## src/sacz_defs.svh

```systemverilog
// Constants for the setpoint alarm and colour-zone block.
// Assumes a 100 MHz clock; included by the two modules and the testbench, not by the package.
`ifndef SACZ_DEFS_SVH
`define SACZ_DEFS_SVH
`define SACZ_ADDR_SETPOINT_ONE   8'h00
`define SACZ_ADDR_SETPOINT_TWO   8'h04
`define SACZ_ADDR_SETPOINT_THREE 8'h08
`define SACZ_ADDR_SETPOINT_FOUR  8'h0C
`define SACZ_ADDR_READING    8'h10
`define SACZ_ADDR_CONFIG     8'h14
`define SACZ_ADDR_COLORS     8'h18
`define SACZ_ADDR_STATUS     8'h1C
`define SACZ_ADDR_IRQ_STAT   8'h20
`define SACZ_ADDR_IRQ_MASK   8'h24
`define SACZ_ADDR_KEYS       8'h28
`define SACZ_ADDR_VIEW       8'h2C
`define SACZ_CFG_SENSE_LSB   0
`define SACZ_CFG_TRI_BIT     4
`define SACZ_CFG_BRIGHT_LSB  8
`define SACZ_KEY_PROG_BIT    0
`define SACZ_KEY_UP_BIT      1
`define SACZ_KEY_DOWN_BIT    2
`define SACZ_KEY_ENTER_BIT   3
`define SACZ_SENSE_RESET     4'h0
`define SACZ_COLOR_RESET     2'h0
`define SACZ_BRIGHT_RESET    4'hF
`define SACZ_IRQ_RELAY_BIT   0
`define SACZ_IRQ_COLOR_BIT   1
`define SACZ_IRQ_EDIT_BIT    2
`define SACZ_IRQ_LOCK_BIT    3
`define SACZ_CLK_MHZ         100
`define SACZ_DEBOUNCE_US     10
`define SACZ_DEBOUNCE_CYC    (`SACZ_DEBOUNCE_US * `SACZ_CLK_MHZ)
`define SACZ_FLASH_MS        250
`define SACZ_FLASH_CYC       (`SACZ_FLASH_MS * 1000 * `SACZ_CLK_MHZ)
`endif

```

## src/sacz_pkg.sv

```systemverilog
// Types shared by the setpoint alarm block and its AXI4-Lite slave.
// Assumes the constants header sits beside it.
package sacz_pkg;
	typedef enum logic [1:0] {SACZ_GREEN = 2'h0, SACZ_ORANGE = 2'h1, SACZ_RED = 2'h2} sacz_color_t;
	// Gray codes along the edit path
	typedef enum logic [3:0] {
		SACZ_RUN   = 4'h0,
		SACZ_SENSE = 4'h1,
		SACZ_CBELOW = 4'h3,
		SACZ_CABOVE = 4'h2
	} sacz_mode_t;
endpackage : sacz_pkg

```

## src/sacz_reg_if.sv

```systemverilog
// Bus-side register traffic between the slave and the core.
// Assumes one clock domain.
`timescale 1ns/1ps
interface sacz_reg_if;
	logic        wr_en;
	logic [7:0]  wr_addr;
	logic [31:0] wr_data;
	logic [7:0]  rd_addr;
	logic [31:0] rd_data;
	logic        rd_ok;
	modport core (input wr_en, wr_addr, wr_data, rd_addr, output rd_data, rd_ok);
	modport bus  (output wr_en, wr_addr, wr_data, rd_addr, input rd_data, rd_ok);
endinterface : sacz_reg_if

```

## src/sacz_axil.sv

```systemverilog
// AXI4-Lite slave: one write and one read at a time, fixed latency.
// Assumes the core answers reads combinationally from rd_addr.
`timescale 1ns/1ps
`include "sacz_defs.svh"
module sacz_axil
	import sacz_pkg::*;
(
	input  wire logic        clk,           // System clock
	input  wire logic        reset,         // Async reset, high
	input  wire logic [7:0]  s_axi_awaddr,  // Write address
	input  wire logic        s_axi_awvalid, // Write address valid
	output logic             s_axi_awready, // Write address ready
	input  wire logic [31:0] s_axi_wdata,   // Write data
	input  wire logic [3:0]  s_axi_wstrb,   // Byte strobes
	input  wire logic        s_axi_wvalid,  // Write data valid
	output logic             s_axi_wready,  // Write data ready
	output logic [1:0]       s_axi_bresp,   // Write response
	output logic             s_axi_bvalid,  // Write response valid
	input  wire logic        s_axi_bready,  // Response ready
	input  wire logic [7:0]  s_axi_araddr,  // Read address
	input  wire logic        s_axi_arvalid, // Read address valid
	output logic             s_axi_arready, // Read address ready
	output logic [31:0]      s_axi_rdata,   // Read data
	output logic [1:0]       s_axi_rresp,   // Read response
	output logic             s_axi_rvalid,  // Read valid
	input  wire logic        s_axi_rready,  // Read ready
	sacz_reg_if.bus          rb             // Core register port
);
	typedef struct packed {
		logic        aw_h;
		logic        w_h;
		logic [7:0]  aw;
		logic [31:0] wd;
		logic [3:0]  ws;
		logic        bv;
		logic [1:0]  br;
		logic        rv;
		logic [31:0] rd;
		logic [1:0]  rr;
	} sacz_axil_st_t;
	sacz_axil_st_t st_reg, st_next;
	logic do_wr;
	logic wr_map;

	assign s_axi_awready = !st_reg.aw_h && !st_reg.bv;
	assign s_axi_wready  = !st_reg.w_h && !st_reg.bv;
	assign s_axi_arready = !st_reg.rv;
	assign do_wr         = st_reg.aw_h && st_reg.w_h;
	// Write decode of its own; the read decode follows the read address
	assign wr_map        = (st_reg.aw[1:0] == 2'h0) && (st_reg.aw <= `SACZ_ADDR_VIEW);
	assign rb.wr_en      = do_wr && (st_reg.ws == 4'hF);
	assign rb.wr_addr    = st_reg.aw;
	assign rb.wr_data    = st_reg.wd;
	assign rb.rd_addr    = s_axi_araddr;
	assign s_axi_bvalid  = st_reg.bv;
	assign s_axi_bresp   = st_reg.br;
	assign s_axi_rvalid  = st_reg.rv;
	assign s_axi_rdata   = st_reg.rd;
	assign s_axi_rresp   = st_reg.rr;

	always_comb
	begin
		st_next = st_reg;
		if (s_axi_awvalid && s_axi_awready)
		begin
			st_next.aw_h = 1'b1;
			st_next.aw   = s_axi_awaddr;
		end
		if (s_axi_wvalid && s_axi_wready)
		begin
			st_next.w_h = 1'b1;
			st_next.wd  = s_axi_wdata;
			st_next.ws  = s_axi_wstrb;
		end
		// Partial strobes are refused; registers are whole words
		if (do_wr)
		begin
			st_next.aw_h = 1'b0;
			st_next.w_h  = 1'b0;
			st_next.bv   = 1'b1;
			st_next.br   = (wr_map && st_reg.ws == 4'hF) ? 2'h0 : 2'h2;
		end
		if (st_reg.bv && s_axi_bready)
			st_next.bv = 1'b0;
		if (s_axi_arvalid && s_axi_arready)
		begin
			st_next.rv = 1'b1;
			st_next.rd = rb.rd_ok ? rb.rd_data : 32'h0000_0000;
			st_next.rr = rb.rd_ok ? 2'h0 : 2'h2;
		end
		else if (st_reg.rv && s_axi_rready)
			st_next.rv = 1'b0;
	end

	always_ff @(posedge clk or posedge reset)
	begin
		if (reset)
			st_reg <= '0;
		else
			st_reg <= st_next;
	end
endmodule : sacz_axil

```

## src/sacz_top.sv

```systemverilog
// Setpoint relays, tricolour zone selection, key edit sequence and strap handling.
// Assumes reading and setpoints are signed counts; keys are one-cycle pulses from bus writes to the keys register.
`timescale 1ns/1ps
`include "sacz_defs.svh"
module sacz_top
	import sacz_pkg::*;
#(
	parameter int WIDTH        = 16,               // Reading and setpoint width
	parameter int DEBOUNCE_CYC = `SACZ_DEBOUNCE_CYC, // Strap stable time
	parameter int FLASH_CYC    = `SACZ_FLASH_CYC   // Half period of the edit flash
)(
	input  wire logic        clk,           // System clock
	input  wire logic        reset,         // Async reset, high
	input  wire logic [7:0]  s_axi_awaddr,  // Write address
	input  wire logic        s_axi_awvalid, // Write address valid
	output logic             s_axi_awready, // Write address ready
	input  wire logic [31:0] s_axi_wdata,   // Write data
	input  wire logic [3:0]  s_axi_wstrb,   // Byte strobes
	input  wire logic        s_axi_wvalid,  // Write data valid
	output logic             s_axi_wready,  // Write data ready
	output logic [1:0]       s_axi_bresp,   // Write response
	output logic             s_axi_bvalid,  // Write response valid
	input  wire logic        s_axi_bready,  // Response ready
	input  wire logic [7:0]  s_axi_araddr,  // Read address
	input  wire logic        s_axi_arvalid, // Read address valid
	output logic             s_axi_arready, // Read address ready
	output logic [31:0]      s_axi_rdata,   // Read data
	output logic [1:0]       s_axi_rresp,   // Read response
	output logic             s_axi_rvalid,  // Read valid
	input  wire logic        s_axi_rready,  // Read ready
	input  wire logic        dim_strap_n,   // Brightness strap, low when tied to common
	input  wire logic        lock_strap_n,  // Lockout strap, low when tied to common
	output logic [3:0]       relay_out,     // Relay energize, one per setpoint
	output logic             bar_red,       // Bar lit red
	output logic             bar_orange,    // Bar lit orange
	output logic             bar_green,     // Bar lit green
	output logic [3:0]       brightness,    // Effective display brightness
	output logic [3:0]       sel_flash,     // Selected sense character flashing
	output logic [3:0]       sel_point,     // Decimal point of selected character
	output logic [2:0]       edit_view,     // 0 run, 1 sense, 2 below prompt, 3..6 above prompts
	output logic             irq            // Interrupt, level high
);
	// Refused at elaboration: bus words carry at most 32 bits
	if (WIDTH < 2 || WIDTH > 32)
	begin : g_width_chk
		$error("sacz_top: WIDTH out of range");
	end
	if (DEBOUNCE_CYC < 1 || FLASH_CYC < 1)
	begin : g_count_chk
		$error("sacz_top: counts must be positive");
	end

	function automatic logic [31:0] sx(input logic [WIDTH-1:0] v);
		sx = 32'(signed'(v));
	endfunction : sx

	typedef struct packed {
		logic [3:0][WIDTH-1:0] sp;
		logic [WIDTH-1:0]      reading;
		logic [3:0]            sense;
		logic                  tri_fit;
		logic [3:0]            bright;
		logic [4:0][1:0]       colors;
		logic [3:0]            irq_stat;
		logic [3:0]            irq_mask;
		sacz_mode_t            mode;
		logic [1:0]            sel;
		logic [3:0]            relay;
		logic [1:0]            color;
		logic [2:0][1:0]       sync;
		logic [1:0]            strap;
		logic [31:0]           db_cnt;
		logic [31:0]           fl_cnt;
		logic                  flash;
	} sacz_st_t;
	sacz_st_t st_reg, st_next;

	sacz_reg_if rb();
	sacz_axil u_axil (
		.clk           (clk),
		.reset         (reset),
		.s_axi_awaddr  (s_axi_awaddr),
		.s_axi_awvalid (s_axi_awvalid),
		.s_axi_awready (s_axi_awready),
		.s_axi_wdata   (s_axi_wdata),
		.s_axi_wstrb   (s_axi_wstrb),
		.s_axi_wvalid  (s_axi_wvalid),
		.s_axi_wready  (s_axi_wready),
		.s_axi_bresp   (s_axi_bresp),
		.s_axi_bvalid  (s_axi_bvalid),
		.s_axi_bready  (s_axi_bready),
		.s_axi_araddr  (s_axi_araddr),
		.s_axi_arvalid (s_axi_arvalid),
		.s_axi_arready (s_axi_arready),
		.s_axi_rdata   (s_axi_rdata),
		.s_axi_rresp   (s_axi_rresp),
		.s_axi_rvalid  (s_axi_rvalid),
		.s_axi_rready  (s_axi_rready),
		.rb            (rb.bus)
	);

	logic             locked;
	logic [3:0]       rel_cmp;
	logic [3:0]       above;
	logic [1:0]       zone_color;
	logic [3:0]       key;
	logic [3:0]       sense_flip;
	logic [3:0]       irq_set;
	logic [2:0]       idx;

	assign locked = st_reg.strap[1];

	// Equal reading does not trip either sense
	always_comb
	begin
		for (int i = 0; i < 4; i++)
		begin
			above[i]   = $signed(st_reg.reading) > $signed(st_reg.sp[i]);
			rel_cmp[i] = st_reg.sense[i] ? above[i]
				: ($signed(st_reg.reading) < $signed(st_reg.sp[i]));
		end
	end

	// Highest setpoint passed wins; a later index only loses to a strictly larger value
	always_comb
	begin
		logic [WIDTH-1:0] best;
		logic             hit;
		best       = '0;
		hit        = 1'b0;
		zone_color = st_reg.colors[0];
		for (int i = 0; i < 4; i++)
		begin
			if (above[i] && (!hit || $signed(st_reg.sp[i]) >= $signed(best)))
			begin
				hit        = 1'b1;
				best       = st_reg.sp[i];
				zone_color = st_reg.colors[i+1];
			end
		end
	end

	always_comb
	begin
		rb.rd_ok   = 1'b1;
		rb.rd_data = 32'h0000_0000;
		unique case (rb.rd_addr)
			`SACZ_ADDR_SETPOINT_ONE,
			`SACZ_ADDR_SETPOINT_TWO,
			`SACZ_ADDR_SETPOINT_THREE,
			`SACZ_ADDR_SETPOINT_FOUR: rb.rd_data = sx(st_reg.sp[rb.rd_addr[3:2]]);
			`SACZ_ADDR_READING:  rb.rd_data = sx(st_reg.reading);
			`SACZ_ADDR_CONFIG:   rb.rd_data = {20'h00000, st_reg.bright, 3'h0, st_reg.tri_fit, st_reg.sense};
			`SACZ_ADDR_COLORS:   rb.rd_data = {22'h000000, st_reg.colors};
			`SACZ_ADDR_STATUS:   rb.rd_data = {16'h0000, 1'b0, edit_view, st_reg.strap, st_reg.color,
				st_reg.sel, 2'h0, st_reg.relay};
			`SACZ_ADDR_IRQ_STAT: rb.rd_data = {28'h0000000, st_reg.irq_stat};
			`SACZ_ADDR_IRQ_MASK: rb.rd_data = {28'h0000000, st_reg.irq_mask};
			`SACZ_ADDR_KEYS:     rb.rd_data = 32'h0000_0000;
			`SACZ_ADDR_VIEW:     rb.rd_data = {30'h00000000, st_reg.mode == SACZ_CBELOW ? 2'h0 : 2'h0}
				| {30'h00000000, st_reg.mode == SACZ_RUN ? 2'h0
					: st_reg.mode == SACZ_SENSE ? {1'b0, st_reg.sense[st_reg.sel]}
					: st_reg.mode == SACZ_CBELOW ? st_reg.colors[0] : st_reg.colors[st_reg.sel + 3'h1]};
			default:             rb.rd_ok = 1'b0;
		endcase
	end

	always_comb
	begin
		st_next    = st_reg;
		key        = '0;
		sense_flip = '0;
		irq_set    = '0;
		idx        = st_reg.mode == SACZ_CBELOW ? 3'h0 : 3'(st_reg.sel) + 3'h1;
		st_next.sync = {st_reg.sync[1:0], {~lock_strap_n, ~dim_strap_n}};
		if (st_reg.sync[2] != st_reg.strap)
		begin
			if (st_reg.db_cnt >= 32'(DEBOUNCE_CYC - 1))
			begin
				st_next.strap  = st_reg.sync[2];
				st_next.db_cnt = '0;
				irq_set[`SACZ_IRQ_LOCK_BIT] = st_reg.sync[2][1] != st_reg.strap[1];
			end
			else
				st_next.db_cnt = st_reg.db_cnt + 32'h1;
		end
		else
			st_next.db_cnt = '0;
		if (st_reg.mode == SACZ_RUN)
			st_next.fl_cnt = '0;
		else if (st_reg.fl_cnt >= 32'(FLASH_CYC - 1))
		begin
			st_next.fl_cnt = '0;
			st_next.flash  = !st_reg.flash;
		end
		else
			st_next.fl_cnt = st_reg.fl_cnt + 32'h1;
		if (rb.wr_en)
		begin
			unique case (rb.wr_addr)
				`SACZ_ADDR_SETPOINT_ONE,
				`SACZ_ADDR_SETPOINT_TWO,
				`SACZ_ADDR_SETPOINT_THREE,
				`SACZ_ADDR_SETPOINT_FOUR:
					if (!locked)
						st_next.sp[rb.wr_addr[3:2]] = rb.wr_data[WIDTH-1:0];
				`SACZ_ADDR_READING:  st_next.reading = rb.wr_data[WIDTH-1:0];
				`SACZ_ADDR_CONFIG:
					if (!locked)
					begin
						st_next.sense   = rb.wr_data[`SACZ_CFG_SENSE_LSB +: 4];
						st_next.tri_fit = rb.wr_data[`SACZ_CFG_TRI_BIT];
						st_next.bright  = rb.wr_data[`SACZ_CFG_BRIGHT_LSB +: 4];
					end
				`SACZ_ADDR_COLORS:
					if (!locked)
						for (int i = 0; i < 5; i++)
							st_next.colors[i] = rb.wr_data[2*i +: 2] == 2'h3 ? st_reg.colors[i] : rb.wr_data[2*i +: 2];
				`SACZ_ADDR_IRQ_MASK: st_next.irq_mask = rb.wr_data[3:0];
				`SACZ_ADDR_KEYS:     key = rb.wr_data[3:0];
				default:             ;
			endcase
		end
		unique case (st_reg.mode)
			SACZ_RUN:
				if (key[`SACZ_KEY_ENTER_BIT])
				begin
					st_next.mode = SACZ_SENSE;
					st_next.sel  = 2'h0;
				end
			SACZ_SENSE:
			begin
				if ((key[`SACZ_KEY_UP_BIT] || key[`SACZ_KEY_DOWN_BIT]) && !locked)
					sense_flip[st_reg.sel] = 1'b1;
				st_next.sense = st_next.sense ^ sense_flip;
				if (key[`SACZ_KEY_PROG_BIT])
				begin
					st_next.sel = st_reg.sel + 2'h1;
					if (st_reg.sel == 2'h3)
					begin
						irq_set[`SACZ_IRQ_EDIT_BIT] = !st_reg.tri_fit;
						st_next.mode = st_reg.tri_fit ? SACZ_CBELOW : SACZ_RUN;
					end
				end
			end
			SACZ_CBELOW, SACZ_CABOVE:
			begin
				if (!locked && (key[`SACZ_KEY_UP_BIT] || key[`SACZ_KEY_DOWN_BIT]))
				begin
					// Three codes wrap around
					st_next.colors[idx] = key[`SACZ_KEY_UP_BIT]
						? (st_reg.colors[idx] == SACZ_RED ? SACZ_GREEN : st_reg.colors[idx] + 2'h1)
						: (st_reg.colors[idx] == SACZ_GREEN ? SACZ_RED : st_reg.colors[idx] - 2'h1);
				end
				if (key[`SACZ_KEY_PROG_BIT])
				begin
					st_next.sel  = st_reg.mode == SACZ_CBELOW ? 2'h0 : st_reg.sel + 2'h1;
					st_next.mode = st_reg.mode == SACZ_CBELOW ? SACZ_CABOVE
						: st_reg.sel == 2'h3 ? SACZ_RUN : SACZ_CABOVE;
					irq_set[`SACZ_IRQ_EDIT_BIT] = st_reg.mode == SACZ_CABOVE && st_reg.sel == 2'h3;
				end
			end
			default:
				st_next.mode = SACZ_RUN;
		endcase
		st_next.relay = rel_cmp;
		st_next.color = zone_color;
		irq_set[`SACZ_IRQ_RELAY_BIT] = irq_set[`SACZ_IRQ_RELAY_BIT] | (rel_cmp != st_reg.relay);
		irq_set[`SACZ_IRQ_COLOR_BIT] = st_reg.tri_fit && zone_color != st_reg.color;
		// Set beats a write-one clear in the same cycle
		if (rb.wr_en && rb.wr_addr == `SACZ_ADDR_IRQ_STAT)
			st_next.irq_stat = st_reg.irq_stat & ~rb.wr_data[3:0];
		st_next.irq_stat = st_next.irq_stat | irq_set;
	end

	always_ff @(posedge clk or posedge reset)
	begin
		if (reset)
		begin
			st_reg        <= '0;
			st_reg.sense  <= `SACZ_SENSE_RESET;
			st_reg.bright <= `SACZ_BRIGHT_RESET;
			st_reg.mode   <= SACZ_RUN;
		end
		else
			st_reg <= st_next;
	end

	assign relay_out  = st_reg.relay;
	// One-hot colour; a mono unit drives only red
	assign bar_red    = !st_reg.tri_fit || st_reg.color == SACZ_RED;
	assign bar_orange = st_reg.tri_fit && st_reg.color == SACZ_ORANGE;
	assign bar_green  = st_reg.tri_fit && st_reg.color == SACZ_GREEN;
	assign brightness = st_reg.strap[0] ? {1'b0, st_reg.bright[3:1]} : st_reg.bright;
	assign sel_point  = st_reg.mode == SACZ_SENSE ? 4'h8 >> st_reg.sel : 4'h0;
	assign sel_flash  = st_reg.flash ? sel_point : 4'h0;
	assign edit_view  = st_reg.mode == SACZ_RUN ? 3'h0 : st_reg.mode == SACZ_SENSE ? 3'h1
		: st_reg.mode == SACZ_CBELOW ? 3'h2 : 3'(st_reg.sel) + 3'h3;
	assign irq        = |(st_reg.irq_stat & st_reg.irq_mask);
endmodule : sacz_top

```

## config.mk

```make
export PLATFORM = sky130hd
export DESIGN_NAME = sacz_top
export DESIGN_NICKNAME = d
export VERILOG_FILES = /design/src/sacz_pkg.sv /design/src/sacz_reg_if.sv /design/src/sacz_axil.sv /design/src/sacz_top.sv
export VERILOG_INCLUDE_DIRS = /design/src /design/src/src
export SDC_FILE = /design/constraint.sdc
export NUM_CORES = 1
export LEC_CHECK = 0
export ABC_AREA = 0
export BUFFER_PORTS_ARGS = -buffer_cell sky130_fd_sc_hd__buf_2
export CORE_MARGIN = 10
export CORE_UTILIZATION = 39
export DETAILED_ROUTE_END_ITERATION = 10
export HOLD_SLACK_MARGIN = 0.02
export SLEW_MARGIN = 20
export SYNTH_ARGS = -nofsm -noshare
export SYNTH_HDL_FRONTEND = slang
export SYNTH_HIERARCHICAL = 1
export SYNTH_SLANG_ARGS = --single-unit
export TNS_END_PERCENT = 10
```

## constraint.sdc

```tcl
create_clock -name clk -period 10.9 [get_ports clk]
set_clock_uncertainty 0.2 [all_clocks]
set_input_delay 0.545 -clock clk [delete_from_list [all_inputs] [get_ports clk]]
set_output_delay 0.545 -clock clk [all_outputs]
set_load 0.005 [all_outputs]
```

# Word-level counts from Yosys, hierarchy flattened
# Index checks and enable logic that the tools add are counted.
[word_totals] inputBits=61 latchBits=0 n_memories=0 word_cells=271 output_inout_bits=64 rom_bits=0 mem_bits_rw=0 reg_bits=260
[op_classes] n_reduce_logical=62 eq_ne=41 muxes=93 bitwise_logic=9 add_sub_neg=7 multipliers=0 div_mod_pow=0 n_shift=1 magnitude_cmp=22
[op_table] op="$pmux W32 S8" n=1
[op_table] op="$mux W32" n=5
[op_table] op="$mux W16" n=5
[op_table] op="$add A32 B1 Y32 const B" n=2
[op_table] op="$bwmux W64" n=1
[op_table] op="$gt A16 B16 Y1" n=4
[op_table] op="$lt A16 B16 Y1" n=4
[op_table] op="$eq A8 B5 Y1 const B" n=7
[op_table] op="$eq A8 B6 Y1 const B" n=7
[op_table] op="$mux W2" n=25
[op_table] op="$ge A16 B16 Y1" n=3
[op_table] op="$mux W10" n=4
[op_table] op="$mux W4" n=10
[op_table] op="$bmux W16 S2" n=1
[op_table] op="$demux W16 S2" n=1
[op_table] op="$eq A8 B4 Y1 const B" n=4
[op_table] op="$ge A32 B10 Y1 const B" n=1
[op_table] op="$ge A32 B25 Y1 const B" n=1
[op_table] op="$logic_and A1 B1 Y1" n=23
[op_table] op="$mux W1" n=20
[op_table] op="$mux W19" n=1
[op_table] op="$mux W6" n=3
[op_table] op="$mux W9" n=2
[op_table] op="$eq A2 B2 Y1 const B" n=8
[op_table] op="other kinds (46)" n=92

# Longest topological paths before layout
# Gate-level depths: netlist of run 1.
[logic_depth] word_depth=17 ltp_mapped=43 ltp_nobuf=38

# Hierarchy
# Netlist of run 1, hierarchy kept.
[modules_own_cells] module="sacz_top" cells_per_inst=1198 seq_area_each_um2=4759.6 area_per_inst_um2=12274.3 instances=1
[modules_own_cells] module="sacz_axil" cells_per_inst=340 seq_area_each_um2=2052.0 area_per_inst_um2=4080.2 instances=1

# Worst setup path before layout of run 1
# Ideal clock, no wire load.
[synth_timing] path_type="register -> register" startpoint="reg st_reg[127] (netlist bit)" endpoint="reg st_reg[90] (netlist bit)" n_path_buf=5 setup_ps=80 required_time_ps=10620 stages_incl_launch_ff=42 period_less_slack_ps=8439 path_slack_ps=2461 arrival_time_ps=8159 cell_sequence="dfrtp_1 ha_1 nand4_2 nor4_4 o21ai_1 and3_4 mux2_4 buf_2 buf_1 nand2_1 ha_1 a21o_1 a21o_1 a21oi_1 nor2_1 o41ai_1 a31oi_1 buf_2 (+6 left out) a21oi_1 o311a_1 a211o_1 and2_1 buf_2 buf_4 mux2_2 ha_1 nand4_1 or2_2 o311ai_0 a21oi_1 mux2i_1 o311a_1 or3_1 o21a_2 mux2_4 o211ai_2"
[synth_rtl] item="start: declaration" line="sacz_top.sv:76" rtl="sacz_st_t st_reg, st_next;"
[synth_rtl] item="start signal: assignment" line="sacz_top.sv:286" rtl="st_reg <= st_next;"

==> flow_metrics.env, run 1 <==
export IMPL_hp_start="st_next[72]"
export IMPL_stdcell_count=2130
export IMPL_die_w_um=220
export IMPL_dp_cells=2042
export IMPL_grt_pass1_vias=11300
export IMPL_cp_start_kind="flip-flop"
export IMPL_fin_nets=1764
export IMPL_max_slew_margin_rel=0.244
export IMPL_cts_tree="done"
export IMPL_hold_path_class="reg2reg"
export IMPL_fmax_mhz=100
export IMPL_startpoint="st_reg[127]"
export IMPL_clk_pin_slew_ns=0.06
export IMPL_rsz0062_at_grt="false"
export IMPL_synth_cells=1490
export IMPL_whs_ns=0.161
export IMPL_hold_violations=0
export IMPL_cts_repair_resized=0
export IMPL_pre_cts_slack_ns=1.04
export IMPL_placementRows=73
export IMPL_cts_hold_buf=33
export IMPL_setup_tns_ns=0
export IMPL_htree_levels=1
export IMPL_r2r_setup_slack_ns=0.93
export IMPL_status="complete, no violations"
export IMPL_synth_area_um2=15600
export IMPL_start_util=0.394
export IMPL_die_h_um=220
export IMPL_grtUsageTotal=0.174
export IMPL_syn_area_per_cell_um2=10.5
export IMPL_worstReg2RegEnd="st_reg[90]"
export IMPL_clk_path_buf_depth=3
export IMPL_fillCellCount=3766
export IMPL_power_mw=2.58
export IMPL_seqCellArea_um2=6410
export IMPL_root_buffer="clkbuf_16"
export IMPL_critPathMaxStageDelay_ns=0.74
export IMPL_routedWlPerCell_um=19.8
export IMPL_irDropWorstVdd_mv=0.126
export IMPL_vias_per_cell=5.28
export IMPL_power_leakage_nw=8.27
export IMPL_grt_ovfl_total=0
export IMPL_finalWirelength_mm=42.2
export IMPL_r2r_cells=36
export IMPL_min_period_ns=9.97
export IMPL_ys_warn_count=6
export IMPL_dieArea_um2=48500
export IMPL_layout_drive_gt1_share=0.222
export IMPL_drt_iter0_drc=728
export IMPL_worstSetupPathType="reg2reg"
export IMPL_core_region_area_um2=39600
export IMPL_end_kind="flip-flop"
export IMPL_vias=11300
export IMPL_multi_input_area_um2=8130
export IMPL_drtPass1Iterations=5
export IMPL_numCtsBuffers=30
export IMPL_drcViolationCount=0
export IMPL_antenna_found_initial=0
export IMPL_worstHoldEndpoint="st_reg[72]"
export IMPL_hold_depth=0
export IMPL_required_ns=11.19
export IMPL_setup_viol=0
export IMPL_grt_pass1_wl_mm=66.5
export IMPL_fin_crit_sh=0.915
export IMPL_crit_path_top_delay_cell="and2_1"
export IMPL_area_delta_synth_final_pct=12.6
export IMPL_maxCapViolCount=0
export IMPL_cp_arrival_ns=10.27
export IMPL_diodes=0
export IMPL_worstReg2RegStart="st_reg[127]"
export IMPL_cp_num_buf_inv=2
export IMPL_cts_sinks=256
export IMPL_pin_count=125
export IMPL_dp_hpwl_mm=31.1
export IMPL_grt_max_degree=68
export IMPL_io_buffers=106
export IMPL_slew_viol_final=0
export IMPL_path_delay_family="compound AO/OA/AOI/OAI gates"
export IMPL_cp_max_fo=24
export IMPL_worst_pin_slew_ns=1.12
export IMPL_gp_congestion=0.940
export IMPL_cts_setup_buffers=0
export IMPL_worstSkewPairLatency_ns=0.57
export IMPL_antenna_left=0
export IMPL_setup_slack_ns=0.927
export IMPL_p_per_area_nw_per_um2=147
export IMPL_largest_reg_flops=181
[final cells by class]
cell class | count | share of cell area
sequential | 256 | 0.364
multi-input combinational | 1020 | 0.462
clock inverter | 9 | 0.00434
inverter | 123 | 0.0266
tap | 525 | 0.0373
clock buffer | 46 | 0.0507
timing repair buffer | 151 | 0.0548
[power by group]
part / internal [mW] / total, mW / switching, mW / leakage, nW
registers: 1.03 / 1.18 / 0.148 / 3.39
clock network: 0.584 / 0.986 / 0.402 / 0.478
logic: 0.211 / 0.419 / 0.208 / 4.41
[routing by layer]
metal  vias up  wire, um  GRT usage
li1       5338         -          -
met1      5604     19500      0.239
met2       257     19900      0.289
met3        58      1850     0.0209
met4         0       988     0.0402
met5         -         0          0
[how the worst max path moves through the flow]
stage | end | cells past startpoint | slack (ns)
finish | st_reg[90] | 36 | 0.93
global route | st_reg[90] | 36 | 0.27
CTS | st_reg[90] | 36 | 0.96
detailed placement | st_reg[90] | 36 | 1.04
global placement | st_reg[90] | 36 | 1.24
floorplan | st_reg[90] | 41 | 2.46
[stage by stage]
| stage | utilization | cell area, um^2 |
|---|---|---|
| floorplan | - | 15700 |
| global placement | 0.411 | 16300 |
| detailed placement | 0.411 | 16300 |
| CTS | 0.444 | 17600 |
| global route | 0.444 | 17600 |
| finish | 0.444 | 17600 |
[cells in the final DEF (no fill, tap or decap), types with 31 or more instances in the layout]
master / instances
nand4_1: 31
mux2_2: 123
buf_2: 106
nor2_1: 100
nand2_1: 126
dlygate4sd3_1: 33
ha_1: 121
inv_1: 121
dfrtp_1: 252
a21oi_1: 66
conb_1: 31
mux2i_1: 70
clkbuf_16: 31
Note: power is estimated with default switching activity, not from simulation.
==> run 2, diff against run 1 <==
--- a/config.mk
+++ b/config.mk
@@ -11,6 +11,7 @@
 export CORE_MARGIN = 10
 export CORE_UTILIZATION = 39
 export DETAILED_ROUTE_END_ITERATION = 10
+export GPL_ROUTABILITY_DRIVEN = 0
 export HOLD_SLACK_MARGIN = 0.02
 export SLEW_MARGIN = 20
 export SYNTH_ARGS = -nofsm -noshare
==> constraint.sdc (replaced) <==
create_clock -name clk -period 8.9 [get_ports clk]
set_clock_uncertainty 0.2 [all_clocks]
set_input_delay 0.445 -clock clk [delete_from_list [all_inputs] [get_ports clk]]
set_output_delay 0.445 -clock clk [all_outputs]
set_load 0.005 [all_outputs]
==> run 2 against run 1 <==
  * Routed wire length grew 0.99%
  * Cell area grew 2.0%
  * Total power grew 26%
  * Hold slack lost 0.0091 ns
  * Core utilization grew 0.89 points
  * Maximum frequency grew 16%
  * Critical path depth is the same
  * Setup slack lost 0.62 ns
  * Combinational power grew 31%
  * Sequential cell count is the same
  * Critical endpoint unchanged
  * Highest routed layer is now met5
==> flow_metrics.env, run 2 (synthesis results as in run 1) <==
export IMPL_finalWirelength_mm=42.6
export IMPL_drt_iter0_drc=600
export IMPL_antenna_left=0
export IMPL_root_buffer="clkbuf_16"
export IMPL_clk_path_buf_depth=3
export IMPL_slew_viol_final=0
export IMPL_hold_path_class="reg2reg"
export IMPL_multi_input_area_um2=8190
export IMPL_dp_hpwl_mm=31.7
export IMPL_pin_count=125
export IMPL_cp_start_kind="flip-flop"
export IMPL_worstHoldEndpoint="st_next[71]"
export IMPL_power_mw=3.26
export IMPL_critPathMaxStageDelay_ns=0.54
export IMPL_diodes=0
export IMPL_layout_commonest_cell="dfrtp_1"
export IMPL_start_util=0.394
export IMPL_required_ns=9.18
export IMPL_drtPass1Iterations=6
export IMPL_pre_cts_slack_ns=-0.00908
export IMPL_maxCapViolCount=0
export IMPL_final_cell_mix="dfrtp_1, nand2_1, mux2_2"
export IMPL_fillCellCount=3778
export IMPL_io_buffers=106
export IMPL_worstReg2RegStart="st_reg[135]"
export IMPL_crit_path_top_delay_cell="or4_1"
export IMPL_fmax_mhz=116
export IMPL_placementRows=73
export IMPL_numCtsBuffers=30
export IMPL_end_kind="flip-flop"
export IMPL_core_region_area_um2=39600
export IMPL_hold_violations=0
export IMPL_setup_viol=0
export IMPL_r2r_setup_slack_ns=0.31
export IMPL_worstReg2RegEnd="st_reg[90]"
export IMPL_min_period_ns=8.59
export IMPL_fin_crit_sh=0.965
export IMPL_cts_setup_buffers=0
export IMPL_setup_tns_ns=0
export IMPL_cp_max_fo=9
export IMPL_htree_levels=1
export IMPL_grt_ovfl_total=0
export IMPL_routedWlPerCell_um=19.7
export IMPL_grt_pass1_wl_mm=67.8
export IMPL_grtUsageTotal=0.177
export IMPL_vias=11400
export IMPL_vias_per_cell=5.27
export IMPL_p_int_mw=2.32
export IMPL_p_comb_frac=0.168
export IMPL_cts_sinks=256
export IMPL_path_delay_family="compound AO/OA/AOI/OAI gates"
export IMPL_worstSkewPairLatency_ns=0.56
export IMPL_power_leakage_nw=8.48
export IMPL_p_per_area_nw_per_um2=182
export IMPL_power_frac_clock=0.389
export IMPL_hold_depth=0
export IMPL_cp_arrival_ns=8.88
export IMPL_largest_reg_flops=181
export IMPL_grt_pass1_vias=12000
export IMPL_fin_nets=1794
export IMPL_seqCellArea_um2=6410
export IMPL_antenna_found_initial=1
export IMPL_area_delta_synth_final_pct=14.9
export IMPL_die_h_um=220
export IMPL_pwr_share_seq=0.443
export IMPL_die_w_um=220
export IMPL_worstSetupPathType="reg2reg"
export IMPL_layout_drive_gt1_share=0.244
export IMPL_hp_start="st_next[69]"
export IMPL_switching_share=0.289
export IMPL_cp_num_buf_inv=5
export IMPL_dieArea_um2=48500
export IMPL_clk_pin_slew_ns=0.06
export IMPL_max_slew_margin_rel=0.221
export IMPL_grt_max_degree=117
export IMPL_r2r_cells=36
export IMPL_irDropWorstVdd_mv=0.159
export IMPL_setup_slack_ns=0.309
export IMPL_drcViolationCount=0
export IMPL_p_sw_mw=0.944
export IMPL_status="complete, no violations"
export IMPL_cts_tree="done"
export IMPL_worst_pin_slew_ns=1.15
run 2: cell types whose count changed in the layout (fill, tap and decap cells not counted), moves of 2 or more:
cell       previous run  this run
buf_4                11        40
a21oi_1              66        62
a21oi_2               1         5
clkbuf_1              9         5
bufinv_16             1         4
clkbuf_8              6         3
clkinv_2              7         9
run 2: power groups by stage:
stage                     Combinational [mW]  Clock [mW]  Sequential (mW)
after global placement                 0.520           0             1.46
final                                  0.549        1.27             1.45
after floorplan                        0.538           0             1.33
after global routing                   0.595        1.35             1.47
after CTS                              0.548        1.31             1.45
after detailed placement               0.534           0             1.47
run 2: repair_timing:
item,in CTS,in global routing
hold endpoints to repair,168,0
hold buffers,33,0
setup endpoints to repair,1,3
pin swaps,0,6
gates resized for setup,1,13
run 2: how the worst max path moves through the flow:
stage           startpoint    endpoint  slack [ns]  cells past startpoint
2_1_floorplan  st_reg[127]  st_reg[90]        0.46                     41
3_3_place_gp   st_reg[139]  st_reg[90]        0.06                     37
3_5_place_dp   st_reg[139]  st_reg[90]      -0.009                     37
4_1_cts        st_reg[143]  st_reg[90]        0.09                     38
5_1_grt        st_reg[135]  st_reg[90]      -0.008                     36
6_report       st_reg[135]  st_reg[90]        0.31                     36
run 2: metal layers:
metal	global-route usage	part of all wire	wire length (um)
met5	0	0.00030	13
met4	0.0632	0.037	1570
met1	0.235	0.45	19200
met2	0.288	0.46	19700
met3	0.0291	0.050	2120
run 2: layout make-up:
cell class	instances	share of cell area
Sequential cell	256	0.357
Clock inverter	15	0.0102
Inverter	123	0.0262
Tap cell	525	0.0366
Clock buffer	39	0.0466
Timing Repair Buffer	181	0.0669
Multi-Input combinational cell	1020	0.456
run 2: metrics by stage:
| step | util | instances | area (um^2) | hold WS [ns] |
|---|---|---|---|---|
| floorplan | - | 1519 | 15700 | 0.131 |
| global placement | 0.417 | 2071 | 16500 | 0.137 |
| detailed placement | 0.417 | 2072 | 16500 | 0.142 |
| finish | 0.453 | 2159 | 17900 | 0.152 |
| global route | 0.453 | 2159 | 17900 | 0.157 |
| CTS | 0.451 | 2159 | 17900 | 0.135 |
==> run 3, diff against run 2 <==
--- a/config.mk
+++ b/config.mk
@@ -8,11 +8,13 @@
 export LEC_CHECK = 0
 export ABC_AREA = 0
 export BUFFER_PORTS_ARGS = -buffer_cell sky130_fd_sc_hd__buf_2
+export CORE_ASPECT_RATIO = 0.75
 export CORE_MARGIN = 10
 export CORE_UTILIZATION = 39
 export DETAILED_ROUTE_END_ITERATION = 10
 export GPL_ROUTABILITY_DRIVEN = 0
 export HOLD_SLACK_MARGIN = 0.02
+export PLACE_DENSITY = 0.61
 export SLEW_MARGIN = 20
 export SYNTH_ARGS = -nofsm -noshare
 export SYNTH_HDL_FRONTEND = slang
==> run 3 against run 2 <==
  * Sequential share of layout area is 0.46 points lower
  * Highest routed layer is now met4
  * Setup slack worse by 0.0074 ns
  * Critical path type unchanged
  * Clock-buffer cell count is 2 lower
  * Hold slack worse by 0.0099 ns
  * Register-to-register slack hardly changed
==> flow_metrics.env, run 3 (synthesis results as in run 1) <==
export IMPL_hold_path_class="in2reg"
export IMPL_max_slew_margin_rel=0.227
export IMPL_fmax_mhz=116
export IMPL_p_per_area_nw_per_um2=178
export IMPL_cp_start_kind="flip-flop"
export IMPL_p_sw_mw=0.964
export IMPL_grt_max_degree=117
export IMPL_hold_violations=0
export IMPL_critPathMaxStageDelay_ns=0.51
export IMPL_end_kind="flip-flop"
export IMPL_worst_pin_slew_ns=1.16
export IMPL_drt_iter0_drc=940
export IMPL_vias=11800
export IMPL_fin_nets=1827
export IMPL_grt_pass1_vias=11800
export IMPL_p_int_mw=2.26
export IMPL_min_period_ns=8.60
export IMPL_fin_crit_sh=0.966
export IMPL_dp_cells=2096
export IMPL_p_comb_frac=0.184
export IMPL_fin_area_um2=18200
export IMPL_drcViolationCount=0
export IMPL_place_area_um2=16700
export IMPL_required_ns=9.18
export IMPL_cp_max_fo=6
export IMPL_vias_per_cell=5.40
export IMPL_hold_depth=4
export IMPL_setup_viol=0
export IMPL_area_delta_synth_final_pct=16.4
export IMPL_maxCapViolCount=0
export IMPL_root_buffer="clkbuf_16"
export IMPL_layout_drive_gt1_share=0.264
export IMPL_status="complete, no violations"
export IMPL_dieArea_um2=48500
export IMPL_antenna_found_initial=0
export IMPL_numCtsBuffers=28
export IMPL_finalWirelength_mm=44.3
export IMPL_worstSetupPathType="reg2reg"
export IMPL_r2r_cells=36
export IMPL_drtPass1Iterations=5
export IMPL_die_w_um=251
export IMPL_grtUsageTotal=0.179
export IMPL_setup_tns_ns=0
export IMPL_slew_viol_final=0
export IMPL_cts_tree="done"
export IMPL_cp_arrival_ns=8.88
export IMPL_core_region_area_um2=39600
export IMPL_worstHoldEndpoint="u_axil/s_axi_rdata[7]"
export IMPL_grt_pass1_wl_mm=69.5
export IMPL_io_buffers=106
export IMPL_layout_commonest_cell="dfrtp_1"
export IMPL_diodes=0
export IMPL_worstSkewPairLatency_ns=0.56
export IMPL_placementRows=63
export IMPL_clk_path_buf_depth=3
export IMPL_antenna_left=0
export IMPL_hp_start="s_axi_araddr[5]"
export IMPL_pin_count=125
export IMPL_routedWlPerCell_um=20.2
export IMPL_grt_ovfl_total=0
export IMPL_largest_reg_flops=181
export IMPL_pre_cts_slack_ns=-0.259
export IMPL_setup_slack_ns=0.302
export IMPL_irDropWorstVdd_mv=0.0903
export IMPL_crit_top_cell="ha_1"
export IMPL_pwr_share_seq=0.451
export IMPL_power_frac_clock=0.364
export IMPL_switching_share=0.299
export IMPL_clk_pin_slew_ns=0.06
export IMPL_r2r_setup_slack_ns=0.30
export IMPL_fillCellCount=3696
export IMPL_worstReg2RegStart="st_reg[118]"
export IMPL_start_util=0.395
export IMPL_dp_hpwl_mm=32.5
export IMPL_power_leakage_nw=8.63
export IMPL_cts_sinks=256
export IMPL_die_h_um=193
export IMPL_crit_path_top_delay_cell="or4_1"
export IMPL_worstReg2RegEnd="st_reg[90]"
export IMPL_final_core_util=0.459
export IMPL_htree_levels=1
export IMPL_stdcell_count=2187
export IMPL_final_cell_mix="dfrtp_1, nand2_1, mux2_2"
run 3: worst max path at each step:
stage,start,end
floorplan,st_reg[127],st_reg[90]
global placement,st_reg[121],st_reg[90]
detailed placement,st_reg[121],st_reg[90]
CTS,st_reg[142],st_reg[90]
global route,st_reg[118],st_reg[90]
finish,st_reg[118],st_reg[90]
run 3: critical path: cells and delay by family, from the launching register on:
kind,cells,cell delay (ns)
and+or+nand+nor,12,2.71
AOI/OAI and AO/OA,14,2.56
adders and majority gates,4,1.16
muxes,3,0.96
buffers and inverters,3,0.53
DFF,1,0.40
run 3: layout make-up:
type | instances | area [um^2] | share of cell area
multi-input cells | 1021 | 8250 | 0.454
flip-flops and latches | 256 | 6410 | 0.353
repair buffers | 215 | 1460 | 0.0804
clock buffers | 37 | 806 | 0.0443
well taps | 520 | 651 | 0.0358
inverters | 123 | 469 | 0.0258
clock inverters | 15 | 134 | 0.00737
run 3: through the flow:
stage	total power, mW	hold slack [ns]
4_1_cts	3.24	0.121
3_5_place_dp	2.03	0.140
2_1_floorplan	1.87	0.131
3_3_place_gp	2.02	0.140
6_report	3.23	0.142
5_1_grt	3.37	0.158
run 3: routing by layer:
layer | track usage | up-vias | wire length, um
li1 | - | 5458 | -
met1 | 0.258 | 5835 | 20500
met2 | 0.273 | 439 | 19200
met3 | 0.0265 | 72 | 3260
met4 | 0.0522 | 0 | 1300
met5 | 0 | - | 0
run 3: power groups by stage:
stage | Clock, mW | Sequential (mW) | Combinational [mW]
5_1_grt | 1.26 | 1.47 | 0.639
2_1_floorplan | 0 | 1.33 | 0.538
6_report | 1.18 | 1.46 | 0.595
3_3_place_gp | 0 | 1.47 | 0.550
3_5_place_dp | 0 | 1.47 | 0.559
4_1_cts | 1.21 | 1.45 | 0.574
run 3: repair_timing:
action                     4_1_cts  5_1_grt
pin swaps                        1       10
buffers inserted                 0        4
setup endpoints to repair        1        3
hold endpoints to repair       170        0
gates cloned                     0        2
gates resized for setup          5       20
hold buffers                    33        0
